File: src/rtl/srsp_pkg.sv
package srsp_pkg;
  // opcodes
  localparam logic [7:0] OP_RESUME = 8'hD0;
  localparam logic [7:0] OP_PROT_B0 = 8'h3D;
  localparam logic [7:0] OP_PROT_B1 = 8'h2A;
  localparam logic [7:0] OP_PROT_B2 = 8'h7F;
  localparam logic [7:0] OP_PROT_EN = 8'hA9;
  localparam logic [7:0] OP_PROT_DIS = 8'h9A;
  localparam logic [7:0] OP_SUSPEND = 8'hB0;
  localparam logic [7:0] OP_SW_RESET = 8'hF0;
  localparam logic [7:0] OP_LOCKDOWN = 8'h3D;
  localparam logic [7:0] OP_FREEZE = 8'h34;
  localparam logic [7:0] OP_SEC_PROG = 8'h9B;
  localparam logic [7:0] OP_XFER_B1 = 8'h53;
  localparam logic [7:0] OP_XFER_B2 = 8'h55;
  localparam logic [7:0] OP_CMP_B1 = 8'h60;
  localparam logic [7:0] OP_CMP_B2 = 8'h61;
  localparam logic [7:0] OP_DPD_ENTER = 8'hB9;
  localparam logic [7:0] OP_DPD_LEAVE = 8'hAB;
  localparam logic [7:0] OP_UDPD_ENTER = 8'h79;
  localparam logic [7:0] OP_LOCK_B1 = 8'h7F;
  localparam logic [7:0] OP_LOCK_B3 = 8'h30;
  localparam logic [7:0] OP_FRZ_B3 = 8'hC1;
  localparam logic [7:0] OP_SEC_B3 = 8'h00;
  // timing
  localparam int CLK_PERIOD_NS = 4;
  localparam int RESUME_LATENCY_NS = 50000;
  localparam int RESUME_CYCLES = RESUME_LATENCY_NS / CLK_PERIOD_NS;
  localparam int SCK_HALF_DIV = 10;
  // status word bit positions
  localparam int ST_BUSY = 0;
  localparam int ST_PROT = 1;
  localparam int ST_PS1 = 2;
  localparam int ST_PS2 = 3;
  localparam int ST_ES = 4;
  localparam int ST_REJ = 5;
  localparam int ST_W = 8;
  // host register map
  localparam logic [3:0] RA_CMD = 4'h0;
  localparam logic [3:0] RA_LEN = 4'h1;
  localparam logic [3:0] RA_STAT = 4'h2;
  localparam logic [3:0] RA_IRQ = 4'h3;
  localparam logic [3:0] RA_MASK = 4'h4;
  localparam logic [3:0] RA_RXD = 4'h5;
  localparam int IRQ_DONE = 0;
  localparam int IRQ_W = 1;
endpackage : srsp_pkg

File: src/rtl/srsp_link_if.sv
`timescale 1ns/1ps
interface srsp_link_if;
  logic sck;
  logic cs_n;
  logic mosi;
  logic miso;
  logic wp_n_in;
  logic wp_n_oe;
  logic wp_n_out;
  logic rst_pin_n;
  modport dev (
    input sck, cs_n, mosi, rst_pin_n, wp_n_in,
    output miso
  );
  modport host (
    output sck, cs_n, mosi, rst_pin_n, wp_n_oe, wp_n_out,
    input miso
  );
endinterface : srsp_link_if

File: src/rtl/srsp_dev.sv
// Local design decisions: the plain strobed port and the address map.
`timescale 1ns/1ps
module srsp_dev
  import srsp_pkg::*;
#(
  parameter int RESUME_CNT = RESUME_CYCLES,
  parameter int SECTORS = 8
) (
  // clock and reset
  input wire logic mclk,
  input wire logic rstn,
  // link
  srsp_link_if.dev link,
  // core side: suspend state and sector checks
  input wire logic core_suspend_b1,
  input wire logic core_suspend_b2,
  input wire logic core_suspend_er,
  input wire logic [SECTORS-1:0] prot_map,
  input wire logic [$clog2(SECTORS)-1:0] chk_sector,
  output logic chk_blocked,
  output logic [ST_W-1:0] status,
  output logic cmd_pulse,
  output logic [7:0] cmd_op,
  output logic cmd_accepted,
  output logic soft_reset,
  output logic pd_enter,
  output logic pd_leave
);
  typedef enum logic [1:0] {
    SRSP_IDLE = 2'b00,
    SRSP_RUN = 2'b01,
    SRSP_DONE = 2'b10
  } srsp_rs_t;

  logic [2:0] sck_s, cs_s, mosi_s, wp_s, rp_s;
  logic sck_rise, cs_rise, cs_low, wp_asserted, pin_rst;
  logic [7:0] sh;
  logic [2:0] bitc;
  logic [2:0] nbytes;
  logic [7:0] b0, b1, b2, b3;
  logic prot_sw;
  logic ps1, ps2, es;
  logic rej;
  srsp_rs_t rs;
  logic [$clog2(RESUME_CNT+1)-1:0] rcnt;
  logic any_susp;

  // two flops on every pin before use; stage 2 feeds edge detect
  always_ff @(posedge mclk or negedge rstn) begin
    if (!rstn) begin
      sck_s <= 3'h0;
      cs_s <= 3'h7;
      mosi_s <= 3'h0;
      wp_s <= 3'h7;
      rp_s <= 3'h7;
    end else begin
      sck_s <= {sck_s[1:0], link.sck};
      cs_s <= {cs_s[1:0], link.cs_n};
      mosi_s <= {mosi_s[1:0], link.mosi};
      wp_s <= {wp_s[1:0], link.wp_n_in};
      rp_s <= {rp_s[1:0], link.rst_pin_n};
    end
  end
  assign sck_rise = sck_s[1] & ~sck_s[2];
  assign cs_rise = cs_s[1] & ~cs_s[2];
  assign cs_low = ~cs_s[1];
  // floating pin is pulled up where the link is wired, not in the interface, so low means asserted
  assign wp_asserted = ~wp_s[1];
  assign pin_rst = ~rp_s[1];
  assign any_susp = ps1 | ps2 | es;

  // byte capture, first four bytes kept; later bytes only counted
  always_ff @(posedge mclk or negedge rstn) begin
    if (!rstn) begin
      sh <= 8'h00;
      bitc <= 3'h0;
      nbytes <= 3'h0;
      {b0, b1, b2, b3} <= 32'h0000_0000;
    end else if (!cs_low) begin
      bitc <= 3'h0;
      if (cs_rise) begin
        nbytes <= 3'h0;
      end
    end else if (sck_rise) begin
      sh <= {sh[6:0], mosi_s[1]};
      bitc <= bitc + 3'h1;
      if (bitc == 3'h7) begin
        case (nbytes)
          3'h0: b0 <= {sh[6:0], mosi_s[1]};
          3'h1: b1 <= {sh[6:0], mosi_s[1]};
          3'h2: b2 <= {sh[6:0], mosi_s[1]};
          3'h3: b3 <= {sh[6:0], mosi_s[1]};
          default: ;
        endcase
        // saturate so a long frame cannot wrap back to four
        if (nbytes != 3'h7) begin
          nbytes <= nbytes + 3'h1;
        end
      end
    end
  end

  // command classification at chip select release
  logic is_prot_hdr, is_en, is_dis, refused, is_susp, is_rsm;
  always_comb begin
    is_prot_hdr = (b0 == OP_PROT_B0) && (b1 == OP_PROT_B1) &&
                  (b2 == OP_PROT_B2) && (nbytes == 3'h4);
    is_en = is_prot_hdr && (b3 == OP_PROT_EN);
    is_dis = is_prot_hdr && (b3 == OP_PROT_DIS);
    is_rsm = (b0 == OP_RESUME) && (nbytes != 3'h0);
    is_susp = (b0 == OP_SUSPEND) && (nbytes != 3'h0);
    refused = 1'b0;
    if (any_susp) begin
      // lockdown is matched on the 3D/2A/7F head; freeze and security program on the first byte alone
      if ((b0 == OP_LOCKDOWN) && (b1 == OP_PROT_B1) &&
          (b2 == OP_LOCK_B1)) begin
        refused = 1'b1;
      end
      if ((b0 == OP_SEC_PROG) || (b0 == OP_FREEZE)) begin
        refused = 1'b1;
      end
      if ((b0 == OP_DPD_ENTER) || (b0 == OP_DPD_LEAVE) ||
          (b0 == OP_UDPD_ENTER)) begin
        refused = 1'b1;
      end
    end
    if (ps1 && ((b0 == OP_XFER_B1) || (b0 == OP_CMP_B1))) begin
      refused = 1'b1;
    end
    if (ps2 && ((b0 == OP_XFER_B2) || (b0 == OP_CMP_B2))) begin
      refused = 1'b1;
    end
    // a suspend that lands while a resume is still running is dropped
    if (is_susp && (rs == SRSP_RUN)) begin
      refused = 1'b1;
    end
    // reads are never in the refused set above, so they always pass
  end

  // command outcome strobes, one cycle after release
  always_ff @(posedge mclk or negedge rstn) begin
    if (!rstn) begin
      cmd_pulse <= 1'b0;
      cmd_op <= 8'h00;
      cmd_accepted <= 1'b0;
      soft_reset <= 1'b0;
      pd_enter <= 1'b0;
      pd_leave <= 1'b0;
      rej <= 1'b0;
    end else begin
      cmd_pulse <= cs_rise && (nbytes != 3'h0);
      cmd_op <= cs_rise ? b0 : cmd_op;
      cmd_accepted <= cs_rise && (nbytes != 3'h0) && !refused;
      soft_reset <= (cs_rise && (b0 == OP_SW_RESET)) || pin_rst;
      pd_enter <= cs_rise && !refused &&
                  ((b0 == OP_DPD_ENTER) || (b0 == OP_UDPD_ENTER));
      pd_leave <= cs_rise && !refused && (b0 == OP_DPD_LEAVE);
      if (cs_rise && (nbytes != 3'h0)) begin
        rej <= refused;
      end
    end
  end

  // software protection; power-up value off
  always_ff @(posedge mclk or negedge rstn) begin
    if (!rstn) begin
      prot_sw <= 1'b0;
    end else if (cs_rise && !any_susp) begin
      if (is_en) begin
        prot_sw <= 1'b1;
      end else if (is_dis && !wp_asserted) begin
        prot_sw <= 1'b0;
      end
    end
  end

  // suspend flags and the resume timer
  always_ff @(posedge mclk or negedge rstn) begin
    if (!rstn) begin
      ps1 <= 1'b0;
      ps2 <= 1'b0;
      es <= 1'b0;
      rs <= SRSP_IDLE;
      rcnt <= '0;
    end else if (pin_rst || (cs_rise && b0 == OP_SW_RESET)) begin
      ps1 <= 1'b0;
      ps2 <= 1'b0;
      es <= 1'b0;
      rs <= SRSP_IDLE;
    end else begin
      // core reports new suspends; ignored while resuming
      if (rs != SRSP_RUN) begin
        ps1 <= ps1 | core_suspend_b1;
        ps2 <= ps2 | core_suspend_b2;
        es <= es | core_suspend_er;
      end
      case (rs)
        SRSP_IDLE: begin
          if (cs_rise && is_rsm && any_susp) begin
            rs <= SRSP_RUN;
            rcnt <= RESUME_CNT[$bits(rcnt)-1:0];
            // a suspend reported in the same cycle wins over the clear
            if (ps1) begin
              ps1 <= core_suspend_b1;
            end else if (ps2) begin
              ps2 <= core_suspend_b2;
            end else begin
              es <= core_suspend_er;
            end
          end
        end
        SRSP_RUN: begin
          if (rcnt <= 1) begin
            rs <= SRSP_DONE;
          end else begin
            rcnt <= rcnt - 1'b1;
          end
        end
        SRSP_DONE: rs <= SRSP_IDLE;
        default: rs <= SRSP_IDLE;
      endcase
    end
  end

  // status word and sector check
  always_comb begin
    status = '0;
    status[ST_BUSY] = (rs == SRSP_RUN);
    status[ST_PROT] = prot_sw | wp_asserted;
    status[ST_PS1] = ps1;
    status[ST_PS2] = ps2;
    status[ST_ES] = es;
    status[ST_REJ] = rej;
  end
  assign chk_blocked = status[ST_PROT] & prot_map[chk_sector];

  // status byte shifted out on the falling sck phase
  logic [7:0] tx;
  always_ff @(posedge mclk or negedge rstn) begin
    if (!rstn) begin
      tx <= 8'h00;
    end else if (!cs_low) begin
      tx <= status;
    end else if (sck_s[2] & ~sck_s[1]) begin
      tx <= {tx[6:0], tx[7]};
    end
  end
  assign link.miso = tx[7];
endmodule : srsp_dev

File: src/flat_wrapper.sv
// flat-port wrapper written by rule: the top's interface ports become plain ports
module srsp_dev_flat import srsp_pkg::*;
#(
  parameter int RESUME_CNT = RESUME_CYCLES,
  parameter int SECTORS = 8
)
  (mclk, rstn, core_suspend_b1, core_suspend_b2, core_suspend_er, prot_map, chk_sector, chk_blocked, status, cmd_pulse, cmd_op, cmd_accepted, soft_reset, pd_enter, pd_leave, link_sck, link_cs_n, link_mosi, link_rst_pin_n, link_wp_n_in, link_miso);
  srsp_link_if link_i ();
  input wire logic mclk;
  input wire logic rstn;
  input wire logic core_suspend_b1;
  input wire logic core_suspend_b2;
  input wire logic core_suspend_er;
  input wire logic [SECTORS-1:0] prot_map;
  input wire logic [$clog2(SECTORS)-1:0] chk_sector;
  output logic chk_blocked;
  output logic [ST_W-1:0] status;
  output logic cmd_pulse;
  output logic [7:0] cmd_op;
  output logic cmd_accepted;
  output logic soft_reset;
  output logic pd_enter;
  output logic pd_leave;
  input wire logic [$bits(link_i.sck)-1:0] link_sck;
  input wire logic [$bits(link_i.cs_n)-1:0] link_cs_n;
  input wire logic [$bits(link_i.mosi)-1:0] link_mosi;
  input wire logic [$bits(link_i.rst_pin_n)-1:0] link_rst_pin_n;
  input wire logic [$bits(link_i.wp_n_in)-1:0] link_wp_n_in;
  output wire logic [$bits(link_i.miso)-1:0] link_miso;
  assign link_i.sck = link_sck;
  assign link_i.cs_n = link_cs_n;
  assign link_i.mosi = link_mosi;
  assign link_i.rst_pin_n = link_rst_pin_n;
  assign link_i.wp_n_in = link_wp_n_in;
  assign link_miso = link_i.miso;
  srsp_dev #(.RESUME_CNT(RESUME_CNT), .SECTORS(SECTORS)) u_core (.mclk(mclk), .rstn(rstn), .link(link_i), .core_suspend_b1(core_suspend_b1), .core_suspend_b2(core_suspend_b2), .core_suspend_er(core_suspend_er), .prot_map(prot_map), .chk_sector(chk_sector), .chk_blocked(chk_blocked), .status(status), .cmd_pulse(cmd_pulse), .cmd_op(cmd_op), .cmd_accepted(cmd_accepted), .soft_reset(soft_reset), .pd_enter(pd_enter), .pd_leave(pd_leave));
endmodule
File: config.mk
export PLATFORM = sky130hd
export DESIGN_NAME = srsp_dev_flat
export DESIGN_NICKNAME = d
export VERILOG_FILES = /design/src/rtl/srsp_pkg.sv /design/src/rtl/srsp_link_if.sv /design/src/rtl/srsp_dev.sv /design/src/flat_wrapper.sv
export SDC_FILE = /design/constraint.sdc
export NUM_CORES = 1
export LEC_CHECK = 0
export BUFFER_PORTS_ARGS = -buffer_cell sky130_fd_sc_hd__buf_2
export CORE_UTILIZATION = 40
export DETAILED_ROUTE_END_ITERATION = 8
export PLACE_DENSITY = 0.63
export SKIP_CTS_REPAIR_TIMING = 1
export SLEW_MARGIN = 15
export SYNTH_ARGS = -nofsm -noshare
export SYNTH_HDL_FRONTEND = slang
export SYNTH_SLANG_ARGS = --single-unit
export TNS_END_PERCENT = 30
File: constraint.sdc
create_clock -name mclk -period 2.1 [get_ports mclk]
set_input_delay 0.525 -clock mclk [delete_from_list [all_inputs] [get_ports mclk]]
set_output_delay 0.525 -clock mclk [all_outputs]
set_load 0.005 [all_outputs]
==> results_dict.tcl, run 1 <==
set metrics [dict create \
    status "complete, but fails checks" \
    failing_checks "setup timing" \
    drt.antenna.violating_nets 0 \
    slowest_delay_ps 550 \
    postLayoutSetupSlackWorst_ps -102 \
    slew_violations 0 \
    synth-seq-area-share_pct 53.7 \
    holdCritPathClass "primary input to async pin" \
    clock.fmax_mhz 454 \
    post_synth_instance_area_sq_mm 0.00463 \
    synth-warning-count 0 \
    clock_tree.root_cell "sky130_fd_sc_hd__clkbuf_16" \
    timing.critical_path.to_type "flip-flop" \
    grt_pass1_wl_mm 16.6 \
    initial_utilization_pct 41.8 \
    p_leak_uw 0.00277 \
    final_layout_size_suffix_gt1_share_pct 34.6 \
    chipHeight_microns 110 \
    grt_antenna_before_repair 0 \
    synthArstFlopShare_pct 100 \
    critical_path.startpoint_type "flip-flop" \
    routed_len_inst_microns 15.6 \
    p_total_uw 4080 \
    post_synth_and_or_nand_nor_area_fraction_pct 18.8 \
    synth_edf_count 0 \
    period_share_pct 105 \
    wirelength_mm 9.92 \
    synthesis.area_per_instance_sq_um 11.4 \
    power.density_mw_per_mm2 718 \
    grt_setup_unrepaired "true" \
    reg2reg_depth 5 \
    cts_inserted_buffers 9 \
    cts.sinks 99 \
    std_cell_core_area_sq_mm 0.0111 \
    worst_setup_hold_path_clk_slew_ps 70 \
    cts.path.max_buffers 2 \
    grt_start_max_net_pins 31 \
    num-nets-final 520 \
    overall_global_routing_usage_pct 18.3 \
    r2r_start "u_core.rcnt[9]" \
    worst_path_max_fanout 7 \
    dr_iter_0_viols 190 \
    drcViolationCount 0 \
    vdd.ir_drop.worst_mv 0.907 \
    r2r-end "u_core.rcnt[2]" \
    finish.instance_area_sq_mm 0.00568 \
    floorplan.io_pins 44 \
    place_congestion 0.847 \
    worstPathCellList "or4_4 -> or4_4 -> o211ai_1 -> nor3_1 -> or3b_1" \
    crit_path_end "u_core.rcnt[2]" \
    final.fill_count 964 \
    cp.required_ps 2320 \
    synth_mux_area_share_pct 14.1 \
    synth-compound-area-share_pct 7.14 \
    clock_tree_from_tritoncts "built" \
    critPathKind "flip-flop to flip-flop" \
    layout-area-overhead-vs-synth_pct 22.6 \
    number_of_max_cap_violations 0 \
    synth.distinct_cells 55 \
    die-area_sq_mm 0.0120 \
    synth_adder_area_share_pct 2.70 \
    finalWorstPathRequiredPeriod_ps 2200 \
    timing.critical_path.arrival_ps 2420 \
    first_global_vias 3429 \
    worstSkewPairLatency_ps 350 \
    combinational_family_with_the_most_area_after_synthesis "simple AND/OR/NAND/NOR gates" \
    multi_input_area_sq_mm 0.00205 \
    number_of_optimization_iterations_in_the_first_detailed_route_pass 4 \
    overflow_after_grt 0 \
    finalSetupViolCount 8 \
    detail_route.vias_per_cell 5.28 \
    crit_path_top_delay_cell "sky130_fd_sc_hd__or4_4" \
    cts.htree.levels 3 \
    crit_path_frequent_cell "sky130_fd_sc_hd__or4_4" \
    ys_seq_elements 99 \
    row_count 38 \
    mostFrequentLayoutCell "sky130_fd_sc_hd__dfrtp_1" \
    dp_hpwl_mm 7.35 \
    regToRegSetupSlack_ps -100 \
    ys.flop_type "sky130_fd_sc_hd__dfrtp_1" \
    place.port_buffers 41 \
    report.final.hold_viol_count 0 \
    clock-skew-final_ps 8.92 \
    synth-xor-area-share_pct 0.378 \
    commonest_cells_after_routing_fill_and_taps_aside "sky130_fd_sc_hd__dfrtp_1 (92), sky130_fd_sc_hd__nand2_1 (49), sky130_fd_sc_hd__buf_4 (47), sky130_fd_sc_hd__buf_2 (40), sky130_fd_sc_hd__mux2_2 (39)" \
    route.vias.total 3349 \
    crit_path_from "u_core.rcnt[9]" \
    dpl-instance-area_sq_mm 0.00529 \
    antenna_diode_count 0 \
    seq_area_sq_mm 0.00249 \
    die_w_microns 110 \
    netlist_instances 406 \
]
flip-flops by register name (all words and copies together), names as in the netlist, 2 cells and up:
name / flops
u_core.cs_s: 3
u_core.bitc: 3
u_core.tx: 8
u_core.b3: 8
u_core.b2: 8
u_core.rs: 2
u_core.mosi_s: 2
u_core.rcnt: 14
u_core.wp_s: 2
u_core.b1: 8
u_core.sck_s: 3
u_core.sh: 7
u_core.nbytes: 3
u_core.b0: 8
u_core.cmd_op: 8
u_core.rp_s: 2
final cells by class:
| class | count | area share (%) |
|---|---|---|
| clock buffers | 10 | 4.21 |
| clock inverters | 6 | 1.23 |
| inverters | 9 | 0.595 |
| multi-input cells | 279 | 36.1 |
| flip-flops and latches | 99 | 43.8 |
| well taps | 140 | 3.09 |
| repair buffers | 91 | 11.0 |
kinds of logic (layout without fill, tap and decap cells):
| group | Yosys count | after routing |
|---|---|---|
| flip-flops | 99 | 99 |
| buffers and inverters | 29 | 116 |
| other | 1 | 2 |
| multiplexers | 58 | 58 |
| AO/OA/AOI/OAI | 50 | 50 |
| XOR/XNOR | 2 | 2 |
| adder cells (fa/ha/maj) | 10 | 10 |
| AND/OR/NAND/NOR | 157 | 157 |
report_power, final:
| part | internal [uW] | switching (uW) | total, uW |
|---|---|---|---|
| Combinational | 129 | 122 | 250 |
| Clock | 969 | 741 | 1710 |
| Sequential | 1990 | 123 | 2120 |
worst min path at each step:
stage | slack, ps | depth (start not counted) | startpoint | to
floorplan | 230 | 0 | rstn | u_core.b0[0]
global placement | 340 | 0 | u_core.sck_s[0] | u_core.sck_s[1]
detailed placement | 340 | 0 | u_core.sck_s[0] | u_core.sck_s[1]
CTS | 130 | 1 | rstn | u_core.cmd_op[6]
global route | 140 | 1 | rstn | u_core.cmd_op[4]
finish | 120 | 1 | rstn | u_core.cmd_op[2]
worst max-delay path: cells and delay by family, from the launching register on:
kind	cells	cell delay (ps)
flip-flops	1	390
AO/OA/AOI/OAI	1	240
AND/OR/NAND/NOR	4	1440
stage by stage:
stage	util [%]	setup WS (ps)	hold slack [ps]	setup TNS, ps	instances
global placement	47.8	-35.7	335	-102	614
global route	51.2	-166	137	-1430	634
detailed placement	47.8	-96.3	337	-465	614
floorplan	-	-76.8	229	-232	407
finish	51.2	-102	118	-487	634
CTS	50.5	-116	131	-546	630
routing by layer:
metal | vias to the layer above | part of all wire (%) | wire [microns] | global-route usage (%)
li1 | 1619 | - | - | -
met1 | 1671 | 46 | 4520 | 22.6
met2 | 47 | 50 | 5000 | 31.9
met3 | 12 | 2.9 | 288 | 4.56
met4 | 0 | 1.1 | 110 | 4.57
met5 | - | 0 | 0 | 0
synthesized netlist by cell type (2+ instances only):
cell | count | area [sq um]
sky130_fd_sc_hd__a21oi_1 | 10 | 50.1
sky130_fd_sc_hd__nor3_1 | 12 | 60.1
sky130_fd_sc_hd__nand3b_1 | 5 | 37.5
sky130_fd_sc_hd__o2111ai_1 | 3 | 26.3
sky130_fd_sc_hd__dfrtp_1 | 92 | 2300
sky130_fd_sc_hd__nor4b_1 | 2 | 17.5
sky130_fd_sc_hd__or3b_1 | 2 | 17.5
sky130_fd_sc_hd__ha_1 | 10 | 125
sky130_fd_sc_hd__nand3_1 | 3 | 15.0
sky130_fd_sc_hd__or4_4 | 2 | 22.5
sky130_fd_sc_hd__clkbuf_1 | 10 | 37.5
sky130_fd_sc_hd__nor2_1 | 23 | 86.3
sky130_fd_sc_hd__inv_1 | 9 | 33.8
sky130_fd_sc_hd__nand2_1 | 49 | 184
sky130_fd_sc_hd__o211ai_1 | 4 | 30.0
sky130_fd_sc_hd__nand4b_1 | 3 | 26.3
sky130_fd_sc_hd__buf_2 | 2 | 10.0
sky130_fd_sc_hd__nor4bb_1 | 4 | 40.0
sky130_fd_sc_hd__and2_1 | 3 | 18.8
sky130_fd_sc_hd__mux2_2 | 39 | 439
sky130_fd_sc_hd__nor4_1 | 10 | 62.6
sky130_fd_sc_hd__a21o_1 | 3 | 22.5
sky130_fd_sc_hd__o31ai_1 | 4 | 30.0
sky130_fd_sc_hd__mux4_2 | 2 | 45.0
sky130_fd_sc_hd__nand2b_1 | 8 | 50.1
sky130_fd_sc_hd__nor2b_1 | 7 | 43.8
sky130_fd_sc_hd__dfstp_2 | 7 | 184
sky130_fd_sc_hd__mux2i_1 | 17 | 170
sky130_fd_sc_hd__o21ai_0 | 17 | 85.1
sky130_fd_sc_hd__or3_1 | 12 | 75.1
sky130_fd_sc_hd__buf_4 | 6 | 45.0
sky130_fd_sc_hd__nor4_2 | 2 | 25.0
sky130_fd_sc_hd__and4b_1 | 2 | 20.0
Power figures use the tool's default switching activity.
==> run 2: changes to the inputs <==
--- a/config.mk
+++ b/config.mk
@@ -5,10 +5,10 @@
 export SDC_FILE = /design/constraint.sdc
 export NUM_CORES = 1
 export LEC_CHECK = 0
-export BUFFER_PORTS_ARGS = -buffer_cell sky130_fd_sc_hd__buf_2
-export CORE_UTILIZATION = 40
+export BUFFER_PORTS_ARGS = -buffer_cell sky130_fd_sc_hd__buf_4
+export CORE_UTILIZATION = 25
 export DETAILED_ROUTE_END_ITERATION = 8
-export PLACE_DENSITY = 0.63
+export PLACE_DENSITY = 0.45
 export SKIP_CTS_REPAIR_TIMING = 1
 export SLEW_MARGIN = 15
 export SYNTH_ARGS = -nofsm -noshare
==> run 2 against run 1 <==
Against the previous run:
- the flow still finishes with violations (setup timing)
- final cell count increased by 13%
- combinational power about the same
- clock skew decreased by 2.9 ps
- non-clock buffer count decreased by 6
- sequential power about the same
- clock-buffer cell count increased by 1
- maximum frequency increased by 0.43%
- sequential share of layout area decreased by 0.86 points
- core utilization decreased by 19 points
- critical path depth unchanged
- total power decreased by 3.2%
- highest routed layer unchanged
==> results_dict.tcl, run 2 (same netlist as run 1, synthesis figures left out) <==
set metrics [dict create \
    status "complete, but fails checks" \
    failing_checks "setup timing" \
    final_util_pct 32.1 \
    grt_antenna_before_repair 0 \
    timing.critical_path.to_type "flip-flop" \
    worstPathCellList "or4_4 -> or4_4 -> o21ai_4 -> nor4_1 -> or3_1" \
    clock_tree.root_cell "sky130_fd_sc_hd__clkbuf_16" \
    overflow_after_grt 0 \
    p_total_uw 3940 \
    cp_top_family "simple AND/OR/NAND/NOR gates" \
    drt.antenna.violating_nets 0 \
    routed_len_inst_microns 15.3 \
    detail_route.vias_per_cell 4.64 \
    number_of_optimization_iterations_in_the_first_detailed_route_pass 4 \
    p_leak_uw 0.00272 \
    chipHeight_microns 138 \
    r2r_start "u_core.rcnt[9]" \
    grt_pass1_wl_mm 18.3 \
    mostFrequentLayoutCell "sky130_fd_sc_hd__dfrtp_1" \
    die-area_sq_mm 0.0191 \
    place_congestion 0.801 \
    worstSkewPairLatency_ps 350 \
    largest_reg_flops 14 \
    clock_tree_from_tritoncts "built" \
    antenna_diode_count 0 \
    overall_global_routing_usage_pct 12.2 \
    std_cell_core_area_sq_mm 0.0180 \
    commonest_cells_after_routing_fill_and_taps_aside "sky130_fd_sc_hd__dfrtp_1 (92), sky130_fd_sc_hd__buf_4 (82), sky130_fd_sc_hd__nand2_1 (49), sky130_fd_sc_hd__mux2_2 (39), sky130_fd_sc_hd__nor2_1 (23)" \
    cts.path.max_buffers 2 \
    number_of_max_cap_violations 0 \
    die_w_microns 138 \
    drcViolationCount 0 \
    clock.fmax_mhz 456 \
    timing.critical_path.arrival_ps 2420 \
    period_share_pct 104 \
    crit_path_frequent_cell "sky130_fd_sc_hd__or4_4" \
    vdd.ir_drop.worst_mv 0.379 \
    placed_cells_incl_taps 699 \
    dp_slack_ps -141 \
    finalSetupViolCount 9 \
    row_count 49 \
    clock-skew-final_ps 6.03 \
    critPathBufInv 0 \
    crit_path_top_delay_cell "sky130_fd_sc_hd__or4_4" \
    holdCritPathClass "primary input to async pin" \
    cp.required_ps 2330 \
    grt_setup_unrepaired "true" \
    largest-register "u_core.rcnt" \
    timing.hold.ws_ps 33.3 \
    slowest_delay_ps 550 \
    post_layout_nonfiller_instances 717 \
    report.final.hold_viol_count 0 \
    place.port_buffers 41 \
    finalWorstPathRequiredPeriod_ps 2190 \
    num-nets-final 514 \
    slew_violations 0 \
    postLayoutSetupSlackWorst_ps -92.4 \
    dr_iter_0_viols 143 \
    worst_setup_hold_path_clk_slew_ps 70 \
    worst_path_max_fanout 8 \
    first_global_vias 3380 \
    critPathKind "flip-flop to flip-flop" \
    route.vias.total 3326 \
    critical_path.startpoint_type "flip-flop" \
    layout-area-overhead-vs-synth_pct 25.1 \
    grt_start_max_net_pins 47 \
    power.density_mw_per_mm2 681 \
    dp_hpwl_mm 8.09 \
    final_layout_size_suffix_gt1_share_pct 33.6 \
    wirelength_mm 11.0 \
    crit_path_from "u_core.rcnt[9]" \
    cts.htree.levels 3 \
    initial_utilization_pct 25.7 \
    floorplan.io_pins 44 \
    cts_inserted_buffers 9 \
    cts.sinks 99 \
]
run 2: cell types whose count changed in the layout (fill, tap and decap cells not counted), moves of 2 or more:
cell | before | now
sky130_fd_sc_hd__buf_2 | 40 | 0
sky130_fd_sc_hd__buf_4 | 47 | 82
sky130_fd_sc_hd__clkinvlp_4 | 0 | 2
sky130_fd_sc_hd__inv_6 | 3 | 1
sky130_fd_sc_hd__o21ai_0 | 14 | 16
sky130_fd_sc_hd__o21ai_1 | 3 | 1
run 2: per-layer routing:
metal  vias up  GRT usage [%]  part of all wire, %
met2        47           20.8                   50
met1      1667           14.7                   45
met5         -              0                    0
met4         0           3.59                  1.3
met3        12           3.64                  3.5
li1       1600              -                    -
run 2: layout make-up:
cell class,instances,area (sq um)
flip-flops and latches,99,2490
clock inverters,5,37.5
repair buffers,85,667
fillers,1885,12200
inverters,9,33.8
clock buffers,11,243
well taps,229,287
multi-input cells,279,2040
run 2: metrics by stage:
stage / TNS, ps / instance area (sq um)
global route: -1330 / 5790
CTS: -810 / 5740
floorplan: -232 / 4630
detailed placement: -633 / 5460
global placement: -335 / 5460
finish: -439 / 5790
run 2: worst paths after layout:
path	to	slack (ps)	cells past startpoint
min	u_core.cmd_op[3]	30	1
max reg2reg	u_core.rcnt[6]	-90	5
min in group mclk	u_core.cs_s[0]	270	1
min reg2reg	u_core.mosi_s[1]	360	0
max in group asynchronous	u_core.cs_s[2]	1440	2
max	u_core.rcnt[6]	-90	5
run 2: where the power goes:
group	internal (uW)	leakage [uW]	switching, uW
combinational	132	0.00127	120
sequential	1990	0.00132	125
clock	840	0.000132	733
total	2970	0.00272	978
run 2: worst reg2reg max path: cells and delay by family (launching register included):
family           cells  cell delay, ps
AND/OR/NAND/NOR      4            1470
AO/OA/AOI/OAI        1             230
flip-flops           1             380
==> run 3: changes to the inputs <==
--- a/config.mk
+++ b/config.mk
@@ -8,7 +8,7 @@
 export BUFFER_PORTS_ARGS = -buffer_cell sky130_fd_sc_hd__buf_4
 export CORE_UTILIZATION = 25
 export DETAILED_ROUTE_END_ITERATION = 8
-export PLACE_DENSITY = 0.45
+export PLACE_DENSITY = 0.43
 export SKIP_CTS_REPAIR_TIMING = 1
 export SLEW_MARGIN = 15
 export SYNTH_ARGS = -nofsm -noshare
==> constraint.sdc (replaced) <==
create_clock -name mclk -period 2.5 [get_ports mclk]
set_input_delay 0.625 -clock mclk [delete_from_list [all_inputs] [get_ports mclk]]
set_output_delay 0.625 -clock mclk [all_outputs]
set_load 0.005 [all_outputs]
==> run 3 against run 2 <==
Against the previous run:
- the flow now finishes without violations
- non-clock buffer count down 28
- sequential cell count unchanged
- first-iteration DRC count down 15%
- sequential power down 16%
- register-to-register slack better by 280 ps
- combinational power down 21%
- critical path depth unchanged
- clock-buffer cell count down 1
==> results_dict.tcl, run 3 (same netlist as run 1, synthesis figures left out) <==
set metrics [dict create \
    post_layout_nonfiller_instances 689 \
    drcViolationCount 0 \
    p_leak_uw 0.00258 \
    highest_layer "met4" \
    mostFrequentLayoutCell "sky130_fd_sc_hd__dfrtp_1" \
    drt.antenna.violating_nets 0 \
    grt_pass1_wl_mm 17.9 \
    row_count 49 \
    cts.htree.levels 3 \
    slew_violations 0 \
    critical_path.startpoint_type "flip-flop" \
    dr_iter_0_viols 121 \
    num-nets-final 486 \
    finalSetupViolCount 0 \
    detail_route.vias_per_cell 4.62 \
    finalWorstPathRequiredPeriod_ps 2310 \
    grt_antenna_before_repair 0 \
    worstPathCellList "or4_4 -> or4_4 -> o21ai_4 -> nor4_1 -> or3_1" \
    largest-register "u_core.rcnt" \
    crit_path_frequent_cell "sky130_fd_sc_hd__or4_4" \
    first_global_vias 3276 \
    clock_tree.root_cell "sky130_fd_sc_hd__clkbuf_16" \
    initial_utilization_pct 25.7 \
    timing.critical_path.arrival_ps 2540 \
    cts.sinks 99 \
    layout-area-overhead-vs-synth_pct 19.7 \
    clock-skew-final_ps 7.46 \
    commonest_cells_after_routing_fill_and_taps_aside "sky130_fd_sc_hd__dfrtp_1 (92), sky130_fd_sc_hd__buf_4 (56), sky130_fd_sc_hd__nand2_1 (49), sky130_fd_sc_hd__mux2_2 (39), sky130_fd_sc_hd__nor2_1 (23)" \
    vdd.ir_drop.worst_mv 0.288 \
    critPathKind "flip-flop to flip-flop" \
    finalSetupTns_ps 0 \
    number_of_optimization_iterations_in_the_first_detailed_route_pass 4 \
    status "complete, no violations" \
    worst_path_max_fanout 10 \
    wirelength_mm 10.9 \
    largest_reg_flops 14 \
    routed_len_inst_microns 15.8 \
    grt_start_max_net_pins 58 \
    met1_length_mm 5.01 \
    crit_path_top_delay_cell "sky130_fd_sc_hd__or4_4" \
    slowest_delay_ps 550 \
    overall_global_routing_usage_pct 12.0 \
    dp_hpwl_mm 7.89 \
    maxSlewHeadroom_pct 62.3 \
    die-area_sq_mm 0.0191 \
    antenna_diode_count 0 \
    number_of_max_cap_violations 0 \
    period_share_pct 92.6 \
    overflow_after_grt 0 \
    final.fill_count 1866 \
    cts_inserted_buffers 9 \
    met3_wirelength_microns 316 \
    worst_setup_hold_path_clk_slew_ps 70 \
    place.port_buffers 41 \
    chipHeight_microns 138 \
    final_layout_size_suffix_gt1_share_pct 28.5 \
    route.vias.total 3181 \
    power.density_mw_per_mm2 604 \
    floorplan.io_pins 44 \
    clock.fmax_mhz 432 \
    dr_wl_met2_mm 5.40 \
    grt_setup_unrepaired "false" \
    place_congestion 0.795 \
    worstMarginPinSlew_ps 557 \
    worstSkewPairLatency_ps 350 \
    cts.path.max_buffers 2 \
    placed_cells_incl_taps 673 \
    clock_tree_from_tritoncts "built" \
    timing.critical_path.to_type "flip-flop" \
    report.final.hold_viol_count 0 \
    std_cell_core_area_sq_mm 0.0180 \
    die_w_microns 138 \
    holdCritPathClass "primary input to async pin" \
    cp.required_ps 2730 \
]
-- run 3: stage by stage --
stage / worst slack [ps] / instance area, sq um / power [uW] / util [%] / hold WS (ps)
2_1_floorplan: 280 / 4630 / 1870 / - / 329
3_3_place_gp: 219 / 5250 / 2030 / 29.1 / 336
5_1_grt: 85.0 / 5540 / 3510 / 30.7 / 143
3_5_place_dp: 186 / 5250 / 2030 / 29.1 / 342
6_report: 185 / 5540 / 3350 / 30.7 / 147
4_1_cts: 173 / 5540 / 3410 / 30.7 / 141
-- run 3: area by class of cell --
cell class                      instances  area [sq um]  area share, %
Clock buffer                           10           239           4.31
Timing Repair Buffer                   57           440           7.95
Tap cell                              229           287           5.17
Inverter                                9          33.8          0.610
Sequential cell                        99          2490           44.9
Multi-Input combinational cell        279          2000           36.2
Clock inverter                          6          50.0          0.903
-- run 3: worst max-delay path, delay by kind of cell, from the launching register on --
family | cells | cell delay, ps
AND/OR/NAND/NOR | 4 | 1480
flip-flops | 1 | 400
AO/OA/AOI/OAI | 1 | 300
-- run 3: metal layers --
metal | global-route usage [%] | up-vias
li1 | - | 1551
met1 | 15.2 | 1589
met2 | 19.6 | 30
met3 | 3.78 | 11
met4 | 3.64 | 0
met5 | 0 | -
-- run 3: where the power goes --
part	internal (uW)	switching [uW]	total (uW)
Sequential	1670	116	1790
Clock	713	645	1360
Combinational	105	94.7	200
Total	2490	855	3350
-- run 3: final timing paths --
check	from	endpoint	slack, ps	cells after the start
setup reg to reg	u_core.rcnt[8]	u_core.rcnt[6]	190	5
max in group asynchronous	rstn	u_core.cs_s[1]	1680	2
setup / recovery	u_core.rcnt[8]	u_core.rcnt[6]	190	5
min in group mclk	u_core.rp_s[0]	u_core.rp_s[1]	360	0
hold reg to reg	u_core.rp_s[0]	u_core.rp_s[1]	360	0
hold / removal	rstn	u_core.rcnt[2]	150	1
